$ cat src/pkg/fbra_pkg.sv
package fbra_pkg;
  // ----------------------------------------------------------------
  // widths
  // ----------------------------------------------------------------
  localparam int ADDR_W = 19;
  localparam int DATA_W = 16;
  localparam int SECT_W = 7;
  // ----------------------------------------------------------------
  // address field positions
  // ----------------------------------------------------------------
  localparam int ADDR_BIT_ZERO_POS = 0;
  localparam int ADDR_BIT_ONE_POS  = 1;
  localparam int ADDR_BIT_SIX_POS  = 6;
  localparam int SECTOR_LSB_POS    = 12;
  localparam int DATA_BIT_ZERO_POS = 0;
  localparam int DATA_BIT_SEVEN_POS = 7;
  // ----------------------------------------------------------------
  // timing
  // ----------------------------------------------------------------
  localparam int CLK_PERIOD_NS  = 50;
  localparam int ACCESS_TIME_NS = 150;  // slowest access grade
  localparam int ACCESS_CYC     = (ACCESS_TIME_NS + CLK_PERIOD_NS - 1) / CLK_PERIOD_NS;
  localparam int SLEEP_TIME_NS  = 200;
  localparam int SLEEP_CYC      = (SLEEP_TIME_NS + CLK_PERIOD_NS - 1) / CLK_PERIOD_NS;
  localparam int CNT_W          = 4;
  // ----------------------------------------------------------------
  // operation codes
  // ----------------------------------------------------------------
  typedef enum logic [1:0] {
    FBRA_OP_READ   = 2'h0,
    FBRA_OP_MAKER  = 2'h1,
    FBRA_OP_DEVID  = 2'h2,
    FBRA_OP_PROT   = 2'h3
  } fbra_op_t;
  typedef enum logic [1:0] {
    FBRA_IDLE = 2'h0,
    FBRA_SETUP = 2'h1,
    FBRA_WAIT = 2'h3,
    FBRA_DONE = 2'h2
  } fbra_state_t;
  localparam logic [DATA_W-1:0] DATA_RST = 16'h0000;
endpackage

$ cat src/core/fbra_sync.sv
`timescale 1ns/10ps
module fbra_sync #(
  parameter int W = 1
) (
  // clock and reset
  input  wire logic         clk_i,
  input  wire logic         rst_b_i,
  input  wire logic         en_i,
  // data
  input  wire logic [W-1:0] d_i,
  output logic      [W-1:0] q_o
);
  logic [W-1:0] meta_reg;
  // ----------------------------------------------------------------
  // two flop synchroniser
  // ----------------------------------------------------------------
  always_ff @(posedge clk_i or negedge rst_b_i)
  begin
    if (!rst_b_i)
    begin
      meta_reg <= '0;
      q_o      <= '0;
    end
    else if (en_i)
    begin
      meta_reg <= d_i;
      q_o      <= meta_reg;
    end
  end
endmodule

$ cat src/core/fbra_host.sv
`timescale 1ns/10ps
// What this block does
// data read only with select, enable low, strobe high
// deselect with reset high gives standby
// standby floats data regardless of enable
// busy algorithm finishes before standby
// sleep after address stable 200 ns
// sleep depends only on address stability
// sleep keeps output; new address reads normally
// enable high floats all data pins
// high voltage pin: bit zero picks maker/device
// identifier mode: drive only bits zero, one, six
// identifier bytes carry odd parity on bit seven
// word device id fixed upper byte; else float
// protection query: bit one high, sector bits
// ids also readable by command sequence; here write strobe is held high, ids read only via the high voltage pin
// reset low floats data, array read mode
// width pin high word, low byte mode
// qualifier input and counted sleep interval
module fbra_host
  import fbra_pkg::*;
#(
  parameter int ACC_CYC = ACCESS_CYC
) (
  // clock, reset, enable
  input  wire logic                  clk_i,
  input  wire logic                  rst_b_i,
  input  wire logic                  ce_i,
  // user request
  input  wire logic                  req_i,
  input  wire fbra_pkg::fbra_op_t    op_i,
  input  wire logic [fbra_pkg::ADDR_W-1:0] addr_i,
  input  wire logic                  word_mode_i,
  input  wire logic                  flash_reset_i,
  // user answer
  output logic                       busy_o,
  output logic                       done_o,
  output logic [fbra_pkg::DATA_W-1:0] rdata_o,
  output logic                       parity_ok_o,
  output logic                       protected_o,
  output logic                       addr_idle_o,
  // flash pins
  output logic                       chip_sel_b_o,
  output logic                       out_en_b_o,
  output logic                       wr_en_b_o,
  output logic                       reset_b_o,
  output logic                       word_sel_o,
  output logic                       identifier_hv_address_pin_o,
  output logic [fbra_pkg::ADDR_W-1:0] addr_o,
  input  wire logic [fbra_pkg::DATA_W-1:0] dq_i
);
  import fbra_pkg::*;

  fbra_state_t          state_reg, state_next;
  logic [CNT_W-1:0]     cnt_reg, cnt_next;
  logic [CNT_W-1:0]     idle_reg, idle_next;
  fbra_op_t             op_reg, op_next;
  logic                 cs_reg, cs_next, oe_reg, oe_next, hv_reg, hv_next, rst_reg, rst_next;
  logic                 word_reg, word_next, done_reg, done_next, idle_o_reg, idle_o_next;
  logic                 busy_reg, busy_next;
  logic                 par_reg, par_next, prot_reg, prot_next;
  logic [ADDR_W-1:0]    addr_reg, addr_next;
  logic [DATA_W-1:0]    data_reg, data_next;
  logic [DATA_W-1:0]    dq_s;

  // ----------------------------------------------------------------
  // pin input synchroniser
  // ----------------------------------------------------------------
  fbra_sync #(.W(DATA_W)) u_sync (
    .clk_i   (clk_i),
    .rst_b_i (rst_b_i),
    .en_i    (ce_i),
    .d_i     (dq_i),
    .q_o     (dq_s)
  );

  // ----------------------------------------------------------------
  // sequencer next state
  // ----------------------------------------------------------------
  always_comb
  begin
    state_next  = state_reg;
    cnt_next    = cnt_reg;
    op_next     = op_reg;
    cs_next     = cs_reg;
    oe_next     = oe_reg;
    hv_next     = hv_reg;
    addr_next   = addr_reg;
    word_next   = word_reg;
    data_next   = data_reg;
    par_next    = par_reg;
    prot_next   = prot_reg;
    done_next   = 1'b0;
    rst_next    = flash_reset_i;
    idle_next   = (idle_reg == CNT_W'(SLEEP_CYC)) ? idle_reg : idle_reg + 1'b1;
    idle_o_next = (idle_reg == CNT_W'(SLEEP_CYC));
    unique case (state_reg)
      FBRA_IDLE:
      begin
        cs_next = 1'b1;  // deselect between accesses
        oe_next = 1'b1;
        if (req_i && flash_reset_i)
        begin
          op_next   = op_i;
          word_next = word_mode_i;
          hv_next   = (op_i != FBRA_OP_READ);
          // identifier mode drives only bits zero, one, six, plus sector bits for the protection query
          if (op_i == FBRA_OP_READ)
            addr_next = addr_i;
          else
          begin
            addr_next = '0;
            addr_next[ADDR_BIT_ZERO_POS] = (op_i == FBRA_OP_DEVID);
            addr_next[ADDR_BIT_ONE_POS]  = (op_i == FBRA_OP_PROT);
            addr_next[ADDR_BIT_SIX_POS]  = 1'b0;
            if (op_i == FBRA_OP_PROT)
              addr_next[ADDR_W-1:SECTOR_LSB_POS] = addr_i[ADDR_W-1:SECTOR_LSB_POS];
          end
          if (addr_next != addr_reg)
            idle_next = '0;  // address change restarts sleep timer
          state_next = FBRA_SETUP;
        end
      end
      FBRA_SETUP:
      begin
        cs_next    = 1'b0;
        oe_next    = 1'b0;
        cnt_next   = '0;
        state_next = FBRA_WAIT;
      end
      FBRA_WAIT:
      begin
        cnt_next = cnt_reg + 1'b1;
        if (cnt_reg == CNT_W'(ACC_CYC + 2))  // access time plus sync delay
        begin
          data_next = dq_s;
          if (op_reg == FBRA_OP_DEVID && word_reg)
            data_next = dq_s;  // full word
          else if (op_reg != FBRA_OP_READ || !word_reg)
            data_next[DATA_W-1:8] = 8'h00;  // upper pins float
          par_next  = ^dq_s[DATA_BIT_SEVEN_POS:0];  // odd parity
          prot_next = (op_reg == FBRA_OP_PROT) && dq_s[DATA_BIT_ZERO_POS];
          state_next = FBRA_DONE;
        end
      end
      FBRA_DONE:
      begin
        cs_next    = 1'b1;
        oe_next    = 1'b1;
        hv_next    = 1'b0;
        done_next  = 1'b1;
        state_next = FBRA_IDLE;
      end
    endcase
    if (!flash_reset_i)  // reset returns to array read
    begin
      state_next = FBRA_IDLE;
      cs_next    = 1'b1;
      oe_next    = 1'b1;
      hv_next    = 1'b0;
    end
    // busy follows the state that the next edge loads, so the pin is a flop
    busy_next = (state_next != FBRA_IDLE);
  end

  // ----------------------------------------------------------------
  // sequencer registers
  // ----------------------------------------------------------------
  always_ff @(posedge clk_i or negedge rst_b_i)
  begin
    if (!rst_b_i)
    begin
      state_reg  <= FBRA_IDLE;
      cnt_reg    <= '0;
      idle_reg   <= '0;
      op_reg     <= FBRA_OP_READ;
      cs_reg     <= 1'b1;
      oe_reg     <= 1'b1;
      hv_reg     <= 1'b0;
      rst_reg    <= 1'b0;
      word_reg   <= 1'b1;
      done_reg   <= 1'b0;
      busy_reg   <= 1'b0;
      idle_o_reg <= 1'b0;
      par_reg    <= 1'b0;
      prot_reg   <= 1'b0;
      addr_reg   <= '0;
      data_reg   <= DATA_RST;
    end
    else if (ce_i)
    begin
      state_reg  <= state_next;
      cnt_reg    <= cnt_next;
      idle_reg   <= idle_next;
      op_reg     <= op_next;
      cs_reg     <= cs_next;
      oe_reg     <= oe_next;
      hv_reg     <= hv_next;
      rst_reg    <= rst_next;
      word_reg   <= word_next;
      done_reg   <= done_next;
      busy_reg   <= busy_next;
      idle_o_reg <= idle_o_next;
      par_reg    <= par_next;
      prot_reg   <= prot_next;
      addr_reg   <= addr_next;
      data_reg   <= data_next;
    end
  end

  // ----------------------------------------------------------------
  // outputs
  // ----------------------------------------------------------------
  assign chip_sel_b_o                = cs_reg;
  assign out_en_b_o                  = oe_reg;
  assign wr_en_b_o                   = 1'b1;  // strobe held high, no writes
  assign reset_b_o                   = rst_reg;
  assign word_sel_o                  = word_reg;
  assign identifier_hv_address_pin_o = hv_reg;
  assign addr_o                      = addr_reg;
  assign busy_o                      = busy_reg;
  assign done_o                      = done_reg;
  assign rdata_o                     = data_reg;
  assign parity_ok_o                 = par_reg;
  assign protected_o                 = prot_reg;
  assign addr_idle_o                 = idle_o_reg;

  // ----------------------------------------------------------------
  // checks
  // ----------------------------------------------------------------
  AST_READ_GATE: assert property (@(posedge clk_i) disable iff (!rst_b_i)
    !oe_reg |-> (!cs_reg && wr_en_b_o)) else $error("enable without select");
  AST_RESET_FLOAT: assert property (@(posedge clk_i) disable iff (!rst_b_i)
    (ce_i && !flash_reset_i) |=> (cs_reg && oe_reg && !hv_reg)) else $error("reset not idle");
  AST_HV_MAKER: assert property (@(posedge clk_i) disable iff (!rst_b_i)
    (hv_reg && op_reg == FBRA_OP_MAKER && state_reg == FBRA_WAIT) |-> !addr_reg[0])
    else $error("maker address bit zero");
  AST_HV_BITONE: assert property (@(posedge clk_i) disable iff (!rst_b_i)
    (hv_reg && op_reg != FBRA_OP_PROT) |-> !addr_reg[1]) else $error("bit one not low");
  AST_PROT_ADDR: assert property (@(posedge clk_i) disable iff (!rst_b_i)
    (hv_reg && op_reg == FBRA_OP_PROT) |-> (addr_reg[1] && !addr_reg[0]))
    else $error("protect query address");
  AST_DONE_PULSE: assert property (@(posedge clk_i) disable iff (!rst_b_i)
    done_reg |-> (cs_reg && oe_reg)) else $error("done while selected");
  AST_SLEEP_FLAG: assert property (@(posedge clk_i) disable iff (!rst_b_i)
    (ce_i && idle_reg == CNT_W'(SLEEP_CYC)) |=> idle_o_reg) else $error("idle flag late");
  AST_WORD_HOLD: assert property (@(posedge clk_i) disable iff (!rst_b_i)
    (state_reg == FBRA_WAIT && ce_i) |=> $stable(word_reg)) else $error("width changed");
endmodule

$ cat config.mk
export PLATFORM = sky130hd
export DESIGN_NAME = fbra_host
export DESIGN_NICKNAME = d
export VERILOG_FILES = /design/src/pkg/fbra_pkg.sv /design/src/core/fbra_sync.sv /design/src/core/fbra_host.sv
export SDC_FILE = /design/constraint.sdc
export NUM_CORES = 1
export LEC_CHECK = 0
export BUFFER_PORTS_ARGS = -buffer_cell sky130_fd_sc_hd__clkbuf_2
export CAP_MARGIN = 20
export CORE_ASPECT_RATIO = 2
export CORE_MARGIN = 10
export CORE_UTILIZATION = 55
export DETAILED_ROUTE_END_ITERATION = 10
export PLACE_DENSITY = 0.78
export SLEW_MARGIN = 5
export SYNTH_ARGS = -nofsm -noshare
export SYNTH_HDL_FRONTEND = slang
export SYNTH_SLANG_ARGS = --single-unit
$ cat constraint.sdc
create_clock -name clk_i -period 1.85 [get_ports clk_i]
set_input_delay 0.0925 -clock clk_i [delete_from_list [all_inputs] [get_ports clk_i]]
set_output_delay 0.0925 -clock clk_i [all_outputs]
set_load 0.05 [all_outputs]
======== Word-level counts from Yosys, hierarchy flattened ========
Index checks and enable logic that the tools add are counted.
storage, ports and cells
  register bits ........................... 88
  latch bits .............................. 0
  memory bits (writable) .................. 0
  memory bits (read-only) ................. 0
  bits of input ports ..................... 43
  output and inout bits ................... 46
  word-level logic and storage cells ...... 71
  memories ................................ 0
cells by class
  $add $sub $neg .......................... 2
  multiply operators ...................... 0
  divide/modulo/power cells ............... 0
  order comparisons ....................... 0
  eq/ne operators ......................... 13
  shift-type cells ........................ 0
  mux-type cells .......................... 21
  bitwise gates (word level) .............. 0
  reduce and logical (&&, ||, !) cells .... 18
operator list
  kind                   number
  $mux W19               3
  $ne A19 B19 Y1         1
  $mux W4                4
  $mux W8                2
  $eq A2 B2 Y1 const B   6
  $reduce_and A3 Y1      3
  $add A4 B1 Y4 const B  2
  $eq A4 B3 Y1 const B   2
  $pmux W2 S4            1
  $pmux W4 S2            1
  $reduce_bool A2 Y1     4
  $reduce_xor A8 Y1      1
  $mux W7                1
  $mux W2                3
  $logic_not A2 Y1       2
  $mux W1                4
  $pmux W1 S2            2
  $reduce_and A2 Y1      2
  $logic_and A1 B1 Y1    3
  $ne A3 B1 Y1 const B   1
  $ne A3 B2 Y1 const B   1
  $ne A3 B3 Y1 const B   1
  $eq A2 B1 Y1 const B   1
  $reduce_or A2 Y1       1
  other kinds (2)        2

======== Longest topological paths before layout ========
Gate-level depths: netlist (run 1).
  word-level depth ........................ 9
  gate-level depth with buffers ........... 9
  mapped depth without buffers ............ 7

======== Hierarchy ========
From an unflattened synthesis (run 1), not the netlist that was laid out.
second synthesis, totals
  cells, all modules ...................... 408
  area, all modules ....................... 4346.7 um^2
by module, submodules not included
  module     instances  cells each  area each (um^2)  seq. area each (um^2)
  fbra_host  1          340         3001.6            1403.8
  fbra_sync  1          68          1345.0            800.8

======== Worst setup path before layout (run 1) ========
OpenSTA, ideal clock, no wires.
  path kind ............................... register to register
  start ................................... register addr_reg[15], in the netlist addr_o[15]
  end ..................................... register idle_reg[2]
  library setup time ...................... 0.107 ns
  arrival ................................. 1.867 ns
  data required time ...................... 1.743 ns
  setup slack ............................. -0.123 ns
  stages on the path, launching flop included .. 7
  path buffers ............................ 0
  period minus slack after synthesis ...... 1.973 ns
  cells stage by stage .................... dfrtp_1 -> nor2b_1 -> a2111oi_2 -> o2111ai_1 -> and4bb_1 -> a21oi_2 -> a2111oi_4
between the ends
  cells in the longest elaborated chain, start to end .. 4
RTL lines
  element                 RTL line          source
  from (decl)             fbra_host.sv:62   logic [ADDR_W-1:0] addr_reg, addr_next;
  from (signal assigned)  fbra_host.sv:206  addr_reg <= addr_next;
  $ne A19 B19 Y1          fbra_host.sv:119  if (addr_next != addr_reg)
  $mux W4                 fbra_host.sv:119
  $mux W4                 fbra_host.sv:102  if (req_i && flash_reset_i)
  $mux W4                 fbra_host.sv:97   unique case (state_reg)
  to (signal assigned)    fbra_host.sv:194  idle_reg <= idle_next;
  to (decl)               fbra_host.sv:56   logic [CNT_W-1:0] idle_reg, idle_next;
No other way between the ends.
A chain may end at the register's enable or synchronous reset.

======== Worst setup path after layout (run 1) ========
  start ................................... register addr_reg[16], in the netlist addr_o[16]
  end ..................................... register idle_reg[2]
Same word-level chain as after synthesis.

==> impl_metrics.ini, run 1 <==
[timing]
final.setup_skew_ns = 0.00890
timing.setup.tns_ns = 0
hold_viol = 0
timing.final.max_slew_violations = 0
report.final.setup_viol = 0
rsz0062_at_grt = true
period_share_pct = 94.3
max_freq_mhz = 573
fin_crit_ns = 1.74

[layout]
fin_util_pct = 70.9
antennaDiodeCount = 0
areaGrowthSynthToFinish_pct = 26.0
drive_gt1_share_pct = 33.1
multi_input_area_um2 = 1900
stdcell_count = 625
fillers = 583
largest_register_ffs = 19
fin_nets = 573
register_area_um2 = 2210

[status]
status = finished clean

[place]
routabilityCongestion = 0.917
place_hpwl_um = 7550
post-place-cells = 592
io_buffer_count = 87

[synthesis]
synth_cell_types = 57
synth-async-reset-ratio_pct = 100
synthesis.nets = 464
mappedNetlistArea_um2 = 4270
synth_top_cell_by_area = dfrtp_1
postSynthAreaPerCell_um2 = 10.2
ys_warn_count = 0
synthTopCellsByArea = dfrtp_1, mux2_2, nand2_1
synth-main-ff-cell = dfrtp_1
ys_seq_area_share_pct = 51.6
synth_top_area_share_pct = 50.4
synth_top_cells_by_count = dfrtp_1, nand2_1, mux2_2
ys_seq_elements = 88
synth_edf_count = 0
syn_inst = 417

[power_and_ir_drop]
p_leak_uw = 0.00260
p_total_uw = 5990
p_per_area_nw_per_um2 = 1110
vdd_drop_max_mv = 0.604

[clock_tree]
numCtsBuffers = 9
clk_latency_ns = 0.34
clock_sinks = 88
clk_pin_slew_ns = 0.06
cts_tree = yes
cts_buffer_depth = 2
cts-root-buf = clkbuf_16
ctsHtreeMaxLevel = 3

[critical_path]
slowest_delay_ns = 0.41
cp-end-kind = flip-flop
crit_buf_inv = 0
path_class = reg2reg
cp_slowest_cell = dfrtp_1
crit_path_frequent_cell = a2111oi_4
crit_chain = nor2b_4 > a2111oi_4 > o2111ai_1 > and4bb_1 > a21oi_4 > a2111oi_4
cp.depth = 6
critical-path-top-delay-family = compound AO/OA/AOI/OAI gates
crit_arrival_ns = 1.97
ff2ff_path_depth = 6
start_kind = flip-flop
critPathMaxFanout = 4
required_ns = 2.08

[die]
fp.dieH_um = 145
die-area_um2 = 11900
fp-row-count = 45
die_w_um = 82.3
start_util_pct = 56.2
core_region_area_um2 = 7600
io_pins = 89

[worst_hold_path]
hp-class = in2reg
holdPathStages = 2

[job]
drv_cap = 0

[grt]
antenna_found_initial = 0
first_global_vias = 3641
grt_overflow_total = 0
grt_max_degree = 48
grt_pass1_wl_um = 17100
track_usage_pct = 18.2

[routing]
vias = 3433
route.detailed.drc = 0
drt_iter0_drc = 174
drt_pass1_iterations = 4
avgViaCountPerCell = 5.49
drt-total-wl_um = 10200
ant_nets = 0
routedWlPerCell_um = 16.3
[per-stage QoR]
stage / setup WS [ns] / hold WS, ns / cell area (um^2)
finish: 0.106 / 0.00235 / 5390
global route: -0.0108 / 0.00450 / 5390
CTS: 0.00106 / 0.00165 / 5360
detailed placement: 0.00103 / 0.0267 / 4850
global placement: 0.0453 / 0.0268 / 4850
floorplan: 0.00979 / -0.203 / 4290
[path summary, 6_finish.rpt]
kind                                         start                         endpoint  slack (ns)
max                         addr_o[16]$_DFFE_PN0P_          idle_reg[2]$_DFFE_PN0P_        0.11
max reg2reg                 addr_o[16]$_DFFE_PN0P_          idle_reg[2]$_DFFE_PN0P_        0.11
min                                       dq_i[12]  u_sync.meta_reg[12]$_DFFE_PN0P_       0.002
max in group asynchronous                  rst_b_i           word_sel_o$_DFFE_PN1P_        1.02
min reg2reg                rdata_o[12]$_DFFE_PN0P_          rdata_o[12]$_DFFE_PN0P_        0.46
min in group asynchronous                  rst_b_i               done_o$_DFFE_PN0P_        0.21
[per-layer routing]
metal | vias up | share of wire, % | GRT usage (%)
met5 | - | 0 | 0
met4 | 0 | 2.9 | 8.11
met3 | 27 | 6.1 | 4.70
met2 | 114 | 55 | 31.8
met1 | 1644 | 36 | 19.7
li1 | 1648 | - | -
[final cells by class]
cell class,count,area share [%]
flip-flops and latches,88,41.0
inverters,21,1.46
well taps,94,2.18
multi-input cells,285,35.3
clock inverters,4,1.39
repair buffers,121,13.8
clock buffers,12,4.95
[cells in the final DEF, fill, tap and decap left out, drive strengths merged, types with 2 or more instances in the layout]
master	instances
nor2	12
nor2b	8
dfstp	2
mux2	35
dlygate4sd3	14
a22o	2
nand4	4
a31oi	3
nand2b	6
and2b	2
a22oi	2
a21oi	8
o22ai	3
clkinvlp	2
nand2	86
nor4bb	3
clkbuf	98
nand3b	5
a2111oi	2
o31ai	6
bufinv	2
xnor2	13
nor3	9
buf	21
ha	4
nand3	14
or2	2
mux2i	2
a21o	2
o21ai	31
a221oi	4
inv	21
dfrtp	86
[cells by family (layout without fill, tap and decap cells)]
family                   after synthesis  count (layout)  synth area share, %
XOR/XNOR                              14              14                 3.31
adder cells (fa/ha/maj)                4               4                 1.17
other                                  1               1               0.0877
buffers and inverters                 44             158                 4.80
AND/OR/NAND/NOR                      156             156                 17.3
multiplexers                          37              37                 9.69
flip-flops                            88              88                 51.6
AO/OA/AOI/OAI                         73              73                 12.1
[power by group]
part	total [uW]	switching [uW]	internal, uW
Combinational	1530	930	603
Sequential	2440	252	2190
Clock	2010	715	1290
Total	5990	1900	4090
[what timing repair did]
action / in CTS / in global routing
endpoints found under the hold margin: 37 / 0
gates resized for setup: 1 / 4
setup endpoints to repair: 1 / 2
pin swaps: 2 / 5
buffers inserted: 1 / 2
hold buffers: 14 / 0
Power figures use the tool's default switching activity.
==> run 2, diff against run 1 <==
--- a/config.mk
+++ b/config.mk
@@ -15,4 +15,5 @@
 export SLEW_MARGIN = 5
 export SYNTH_ARGS = -nofsm -noshare
 export SYNTH_HDL_FRONTEND = slang
+export SYNTH_HIERARCHICAL = 1
 export SYNTH_SLANG_ARGS = --single-unit
==> impl_metrics.ini, run 2 <==
[power_and_ir_drop]
vdd_drop_max_mv = 0.780
p_leak_uw = 0.00265
p_per_area_nw_per_um2 = 1200

[timing]
period_share_pct = 93.7
rsz0062_at_grt = false
tightest_slew_ns = 0.597
setup_ws_ns = 0.117
max_freq_mhz = 577
slew_headroom_pct = 60.2
hold-worst-slack_ns = 0.0211
report.final.setup_viol = 0
final.setup_skew_ns = 0.00396
timing.final.max_slew_violations = 0
fin_crit_ns = 1.73
timing.setup.tns_ns = 0
hold_viol = 0

[synthesis]
ys_seq_area_share_pct = 50.7
synth-async-reset-ratio_pct = 100
mappedNetlistArea_um2 = 4350
synthesis.nets = 455
syn_inst = 408
synth.most_common_cell = nand2_1
postSynthAreaPerCell_um2 = 10.7
synthTopCellsByArea = dfrtp_1, mux2_4, nand2_1
synth_top_cells_by_count = nand2_1, dfrtp_1, o21ai_0
ys_warn_count = 6
synth_top_cell_by_area = dfrtp_1
synth_top_area_share_pct = 49.5
synth-main-ff-cell = dfrtp_1
synth_edf_count = 0
ys_seq_elements = 88
synth_cell_types = 58

[routing]
vias = 3427
drt-total-wl_um = 10400
route.detailed.drc = 0
avgViaCountPerCell = 5.55
drt_pass1_iterations = 4
drt_iter0_drc = 175
ant_nets = 0
routedWlPerCell_um = 16.9

[die]
fp.dieH_um = 146
die-area_um2 = 12100
io_pins = 89
start_util_pct = 56.8
die_w_um = 82.9
fp-row-count = 45
core_region_area_um2 = 7660

[grt]
grt_pass1_wl_um = 17800
antenna_found_initial = 0
first_global_vias = 3636
grt_max_degree = 38
grt_overflow_total = 0
track_usage_pct = 17.6

[clock_tree]
cts_tree = yes
ctsHtreeMaxLevel = 3
cts-root-buf = clkbuf_16
cts_buffer_depth = 2
numCtsBuffers = 9
clk_latency_ns = 0.33
clk_pin_slew_ns = 0.06
cts_setup_buffers = 0
clock_sinks = 88

[place]
dpl_worst_slack_ns = 0.00570
place_hpwl_um = 7520
io_buffer_count = 87
post-place-cells = 585
placed_area_um2 = 4900
routabilityCongestion = 0.917

[critical_path]
path_class = reg2reg
cp_slowest_cell = dfrtp_1
r2r_start = addr_o[12]$_DFFE_PN0P_
critical-path-top-delay-family = compound AO/OA/AOI/OAI gates
ff2ff_path_depth = 6
r2r_slack_ns = 0.12
start_kind = flip-flop
crit_arrival_ns = 1.99
crit_chain = nor3_1 > o2111ai_1 > nand3_1 > nand4_1 > o41ai_4 > a21boi_1
cp-end-kind = flip-flop
critPathMaxFanout = 5
required_ns = 2.11
slowest_delay_ns = 0.44
crit_buf_inv = 0
reg2reg_to = idle_reg[3]$_DFFE_PN0P_

[layout]
areaGrowthSynthToFinish_pct = 23.3
largest_register_ffs = 19
antennaDiodeCount = 0
final_common_cell = nand2_1
final_cell_mix = nand2_1, clkbuf_2, dfrtp_1
fin_nets = 567
fin_area_um2 = 5360
stdcell_count = 617
drive_gt1_share_pct = 32.7

[job]
drv_cap = 0

[worst_hold_path]
min_from = dq_i[15]
holdPathStages = 2
min_to = u_sync/meta_reg[15]$_DFFE_PN0P_
hp-class = in2reg

[status]
status = finished clean
## run 2: logic make-up after synthesis
group / Yosys count / synth area share [%]
AO/OA/AOI/OAI: 72 / 11.1
XOR/XNOR: 13 / 3.05
adder cells (fa/ha/maj): 4 / 1.15
buffers and inverters: 39 / 5.41
flip-flops: 88 / 50.7
multiplexers: 34 / 11.4
other: 1 / 0.0863
AND/OR/NAND/NOR: 157 / 17.1
## run 2: worst max-delay path by stage
stage                                    to  cells past startpoint              startpoint
floorplan           idle_reg[3]$_DFFE_PN0P_                      6  addr_o[18]$_DFFE_PN0P_
global route        idle_reg[3]$_DFFE_PN0P_                      4  addr_o[14]$_DFFE_PN0P_
CTS                 idle_reg[2]$_DFFE_PN0P_                      6   addr_o[6]$_DFFE_PN0P_
detailed placement  idle_reg[3]$_DFFE_PN0P_                      6   addr_o[6]$_DFFE_PN0P_
global placement    idle_reg[2]$_DFFE_PN0P_                      6   addr_o[6]$_DFFE_PN0P_
finish              idle_reg[3]$_DFFE_PN0P_                      6  addr_o[12]$_DFFE_PN0P_
## run 2: metrics by stage
step / total power [uW] / utilization, %
global placement: 4730 / 64.0
floorplan: 4200 / -
global route: 6790 / 70.0
detailed placement: 4790 / 64.0
CTS: 6460 / 69.7
finish: 6420 / 70.0
## run 2: where the power goes
group | leakage (uW) | internal [uW] | switching, uW
sequential | 0.00110 | 2320 | 348
combinational | 0.00142 | 769 | 1370
clock | 0.000130 | 923 | 693
total | 0.00265 | 4010 | 2410
## run 2: layer usage
layer,share of wire (%),up-vias,GRT usage [%]
met4,1.6,0,6.68
li1,-,1628,-
met3,5.9,16,5.66
met1,39,1665,19.1
met2,53,118,30.8
met5,0,-,0
## run 2: worst reg2reg max path, cell delays in order, from the launching register on
cell	delay [ns]
dfrtp_1	0.44
nor3_1	0.22
o2111ai_1	0.14
nand3_1	0.10
nand4_1	0.18
o41ai_4	0.37
a21boi_1	0.20
## run 2: what timing repair did
| item | 4_1_cts | 5_1_grt |
|---|---|---|
| pin swaps | 1 | 2 |
| cloned | 0 | 0 |
| hold endpoints to repair | 51 | 0 |
| setup endpoints to repair | 2 | 4 |
| resized for setup | 0 | 4 |
| hold buffers | 18 | 0 |
## run 2: area by class of cell
type / instances / area [um^2]
fill: 575 / 2300
sequential: 88 / 2210
multi-input combinational: 281 / 1920
timing repair buffer: 123 / 778
clock buffer: 10 / 239
tap: 94 / 118
inverter: 17 / 63.8
clock inverter: 4 / 22.5
==> run 3, diff against run 2 <==
--- a/config.mk
+++ b/config.mk
@@ -8,7 +8,6 @@
 export BUFFER_PORTS_ARGS = -buffer_cell sky130_fd_sc_hd__clkbuf_2
 export CAP_MARGIN = 20
 export CORE_ASPECT_RATIO = 2
-export CORE_MARGIN = 10
 export CORE_UTILIZATION = 55
 export DETAILED_ROUTE_END_ITERATION = 10
 export PLACE_DENSITY = 0.78
==> constraint.sdc (replaced) <==
create_clock -name clk_i -period 1.6 [get_ports clk_i]
set_input_delay 0.08 -clock clk_i [delete_from_list [all_inputs] [get_ports clk_i]]
set_output_delay 0.08 -clock clk_i [all_outputs]
set_load 0.05 [all_outputs]
==> impl_metrics.ini, run 3 (synthesis gave the netlist of run 2 again) <==
[timing]
final.setup_skew_ns = 0.00293
rsz0062_at_grt = true
period_share_pct = 105
max_freq_mhz = 596
timing.final.max_slew_violations = 0
hold_viol = 0
fin_crit_ns = 1.68
report.final.setup_viol = 4
timing.setup.tns_ns = -0.227
setup_ws_ns = -0.0790

[die]
core_region_area_um2 = 7600
fp-row-count = 45
start_util_pct = 57.2
io_pins = 89
die_w_um = 64.9
fp.dieH_um = 128
die-area_um2 = 8280

[layout]
drive_gt1_share_pct = 37.3
largest_register_ffs = 19
final_cell_mix = nand2_1, clkbuf_2, dfrtp_1
antennaDiodeCount = 0
stdcell_count = 633
areaGrowthSynthToFinish_pct = 27.3
fin_util_pct = 72.8
fin_nets = 581
fin_area_um2 = 5540
final_common_cell = nand2_1

[grt]
first_global_vias = 3554
grt_overflow_total = 0
grt_max_degree = 59
grt_pass1_wl_um = 16200
antenna_found_initial = 0
track_usage_pct = 25.5

[routing]
drt_pass1_iterations = 4
ant_nets = 0
met3_length_um = 375
avgViaCountPerCell = 5.51
routedWlPerCell_um = 15.6
met2_length_um = 5400
drt-total-wl_um = 9870
top_layer_used = met4
route.detailed.drc = 0
drt_iter0_drc = 206
vias = 3490
wl_met1_um = 3770

[power_and_ir_drop]
vdd_drop_max_mv = 0.948
p_per_area_nw_per_um2 = 1370
p_leak_uw = 0.00272

[place]
routabilityCongestion = 0.944
dpl_worst_slack_ns = -0.160
place_hpwl_um = 6890
post-place-cells = 596
io_buffer_count = 87
placed_area_um2 = 5030

[job]
drv_cap = 0

[critical_path]
path_class = reg2reg
critPathMaxFanout = 5
start_kind = flip-flop
crit_chain = inv_1 > o22ai_1 > a21oi_1 > nand4_1 > o41ai_4 > and3_1
cp_slowest_cell = dfrtp_2
slowest_delay_ns = 0.43
cp-end-kind = flip-flop
required_ns = 1.87
crit_arrival_ns = 1.95

[clock_tree]
clk_latency_ns = 0.34
ctsHtreeMaxLevel = 3
clk_pin_slew_ns = 0.06
cts-root-buf = clkbuf_16
numCtsBuffers = 9
cts_buffer_depth = 2
clock_sinks = 88
cts_tree = yes

[worst_hold_path]
hp-class = in2reg

[status]
violations = setup timing
status = finished, violations left
## run 3: per-stage QoR
stage | total power [uW] | hold WS [ns]
6_report | 7590 | 0.00331
2_1_floorplan | 4910 | -0.216
4_1_cts | 7640 | 0.000270
5_1_grt | 7960 | 0.00222
3_3_place_gp | 5520 | 0.101
3_5_place_dp | 5620 | 0.100
## run 3: final timing paths
kind	start	endpoint	slack (ns)	cells past startpoint
max in group asynchronous	rst_b_i	rdata_o[12]$_DFFE_PN0P_	1.01	3
hold reg to reg	word_sel_o$_DFFE_PN1P_	word_sel_o$_DFFE_PN1P_	0.46	2
min in group asynchronous	rst_b_i	u_sync/q_o[2]$_DFFE_PN0P_	0.28	3
setup reg to reg	addr_o[12]$_DFFE_PN0P_	idle_reg[2]$_DFFE_PN0P_	-0.08	6
hold / removal	dq_i[5]	u_sync/meta_reg[5]$_DFFE_PN0P_	0.003	2
setup / recovery	addr_o[12]$_DFFE_PN0P_	idle_reg[2]$_DFFE_PN0P_	-0.08	6
## run 3: final cells by class
| cell class | instances | area, um^2 |
|---|---|---|
| sequential | 88 | 2220 |
| timing repair buffer | 137 | 883 |
| fill | 545 | 2070 |
| clock buffer | 13 | 250 |
| multi-input combinational | 281 | 1980 |
| clock inverter | 3 | 17.5 |
| tap | 94 | 118 |
| inverter | 17 | 63.8 |
## run 3: timing repair
item | CTS | global route
gates resized for setup | 3 | 4
pin swaps | 7 | 2
gates cloned | 0 | 0
setup endpoints to repair | 4 | 12
setup buffers | 3 | 0
hold buffers | 18 | 0
hold endpoints to repair | 103 | 0
## run 3: per-layer routing
metal  GRT usage, %  vias up
met5              0        -
met4           13.2        0
met3           4.27       27
met2           45.4      105
met1           28.4     1698
li1               -     1660
## run 3: power by group
part,internal [uW],switching (uW)
clock network,1090,826
logic,979,1610
registers,2690,396
total,4760,2830
## run 3: worst max-delay path: cells and delay by family (launching register included)
family / cells / cell delay, ns
flip-flops: 1 / 0.43
buffers and inverters: 1 / 0.10
AND/OR/NAND/NOR: 2 / 0.39
AO/OA/AOI/OAI: 3 / 0.68
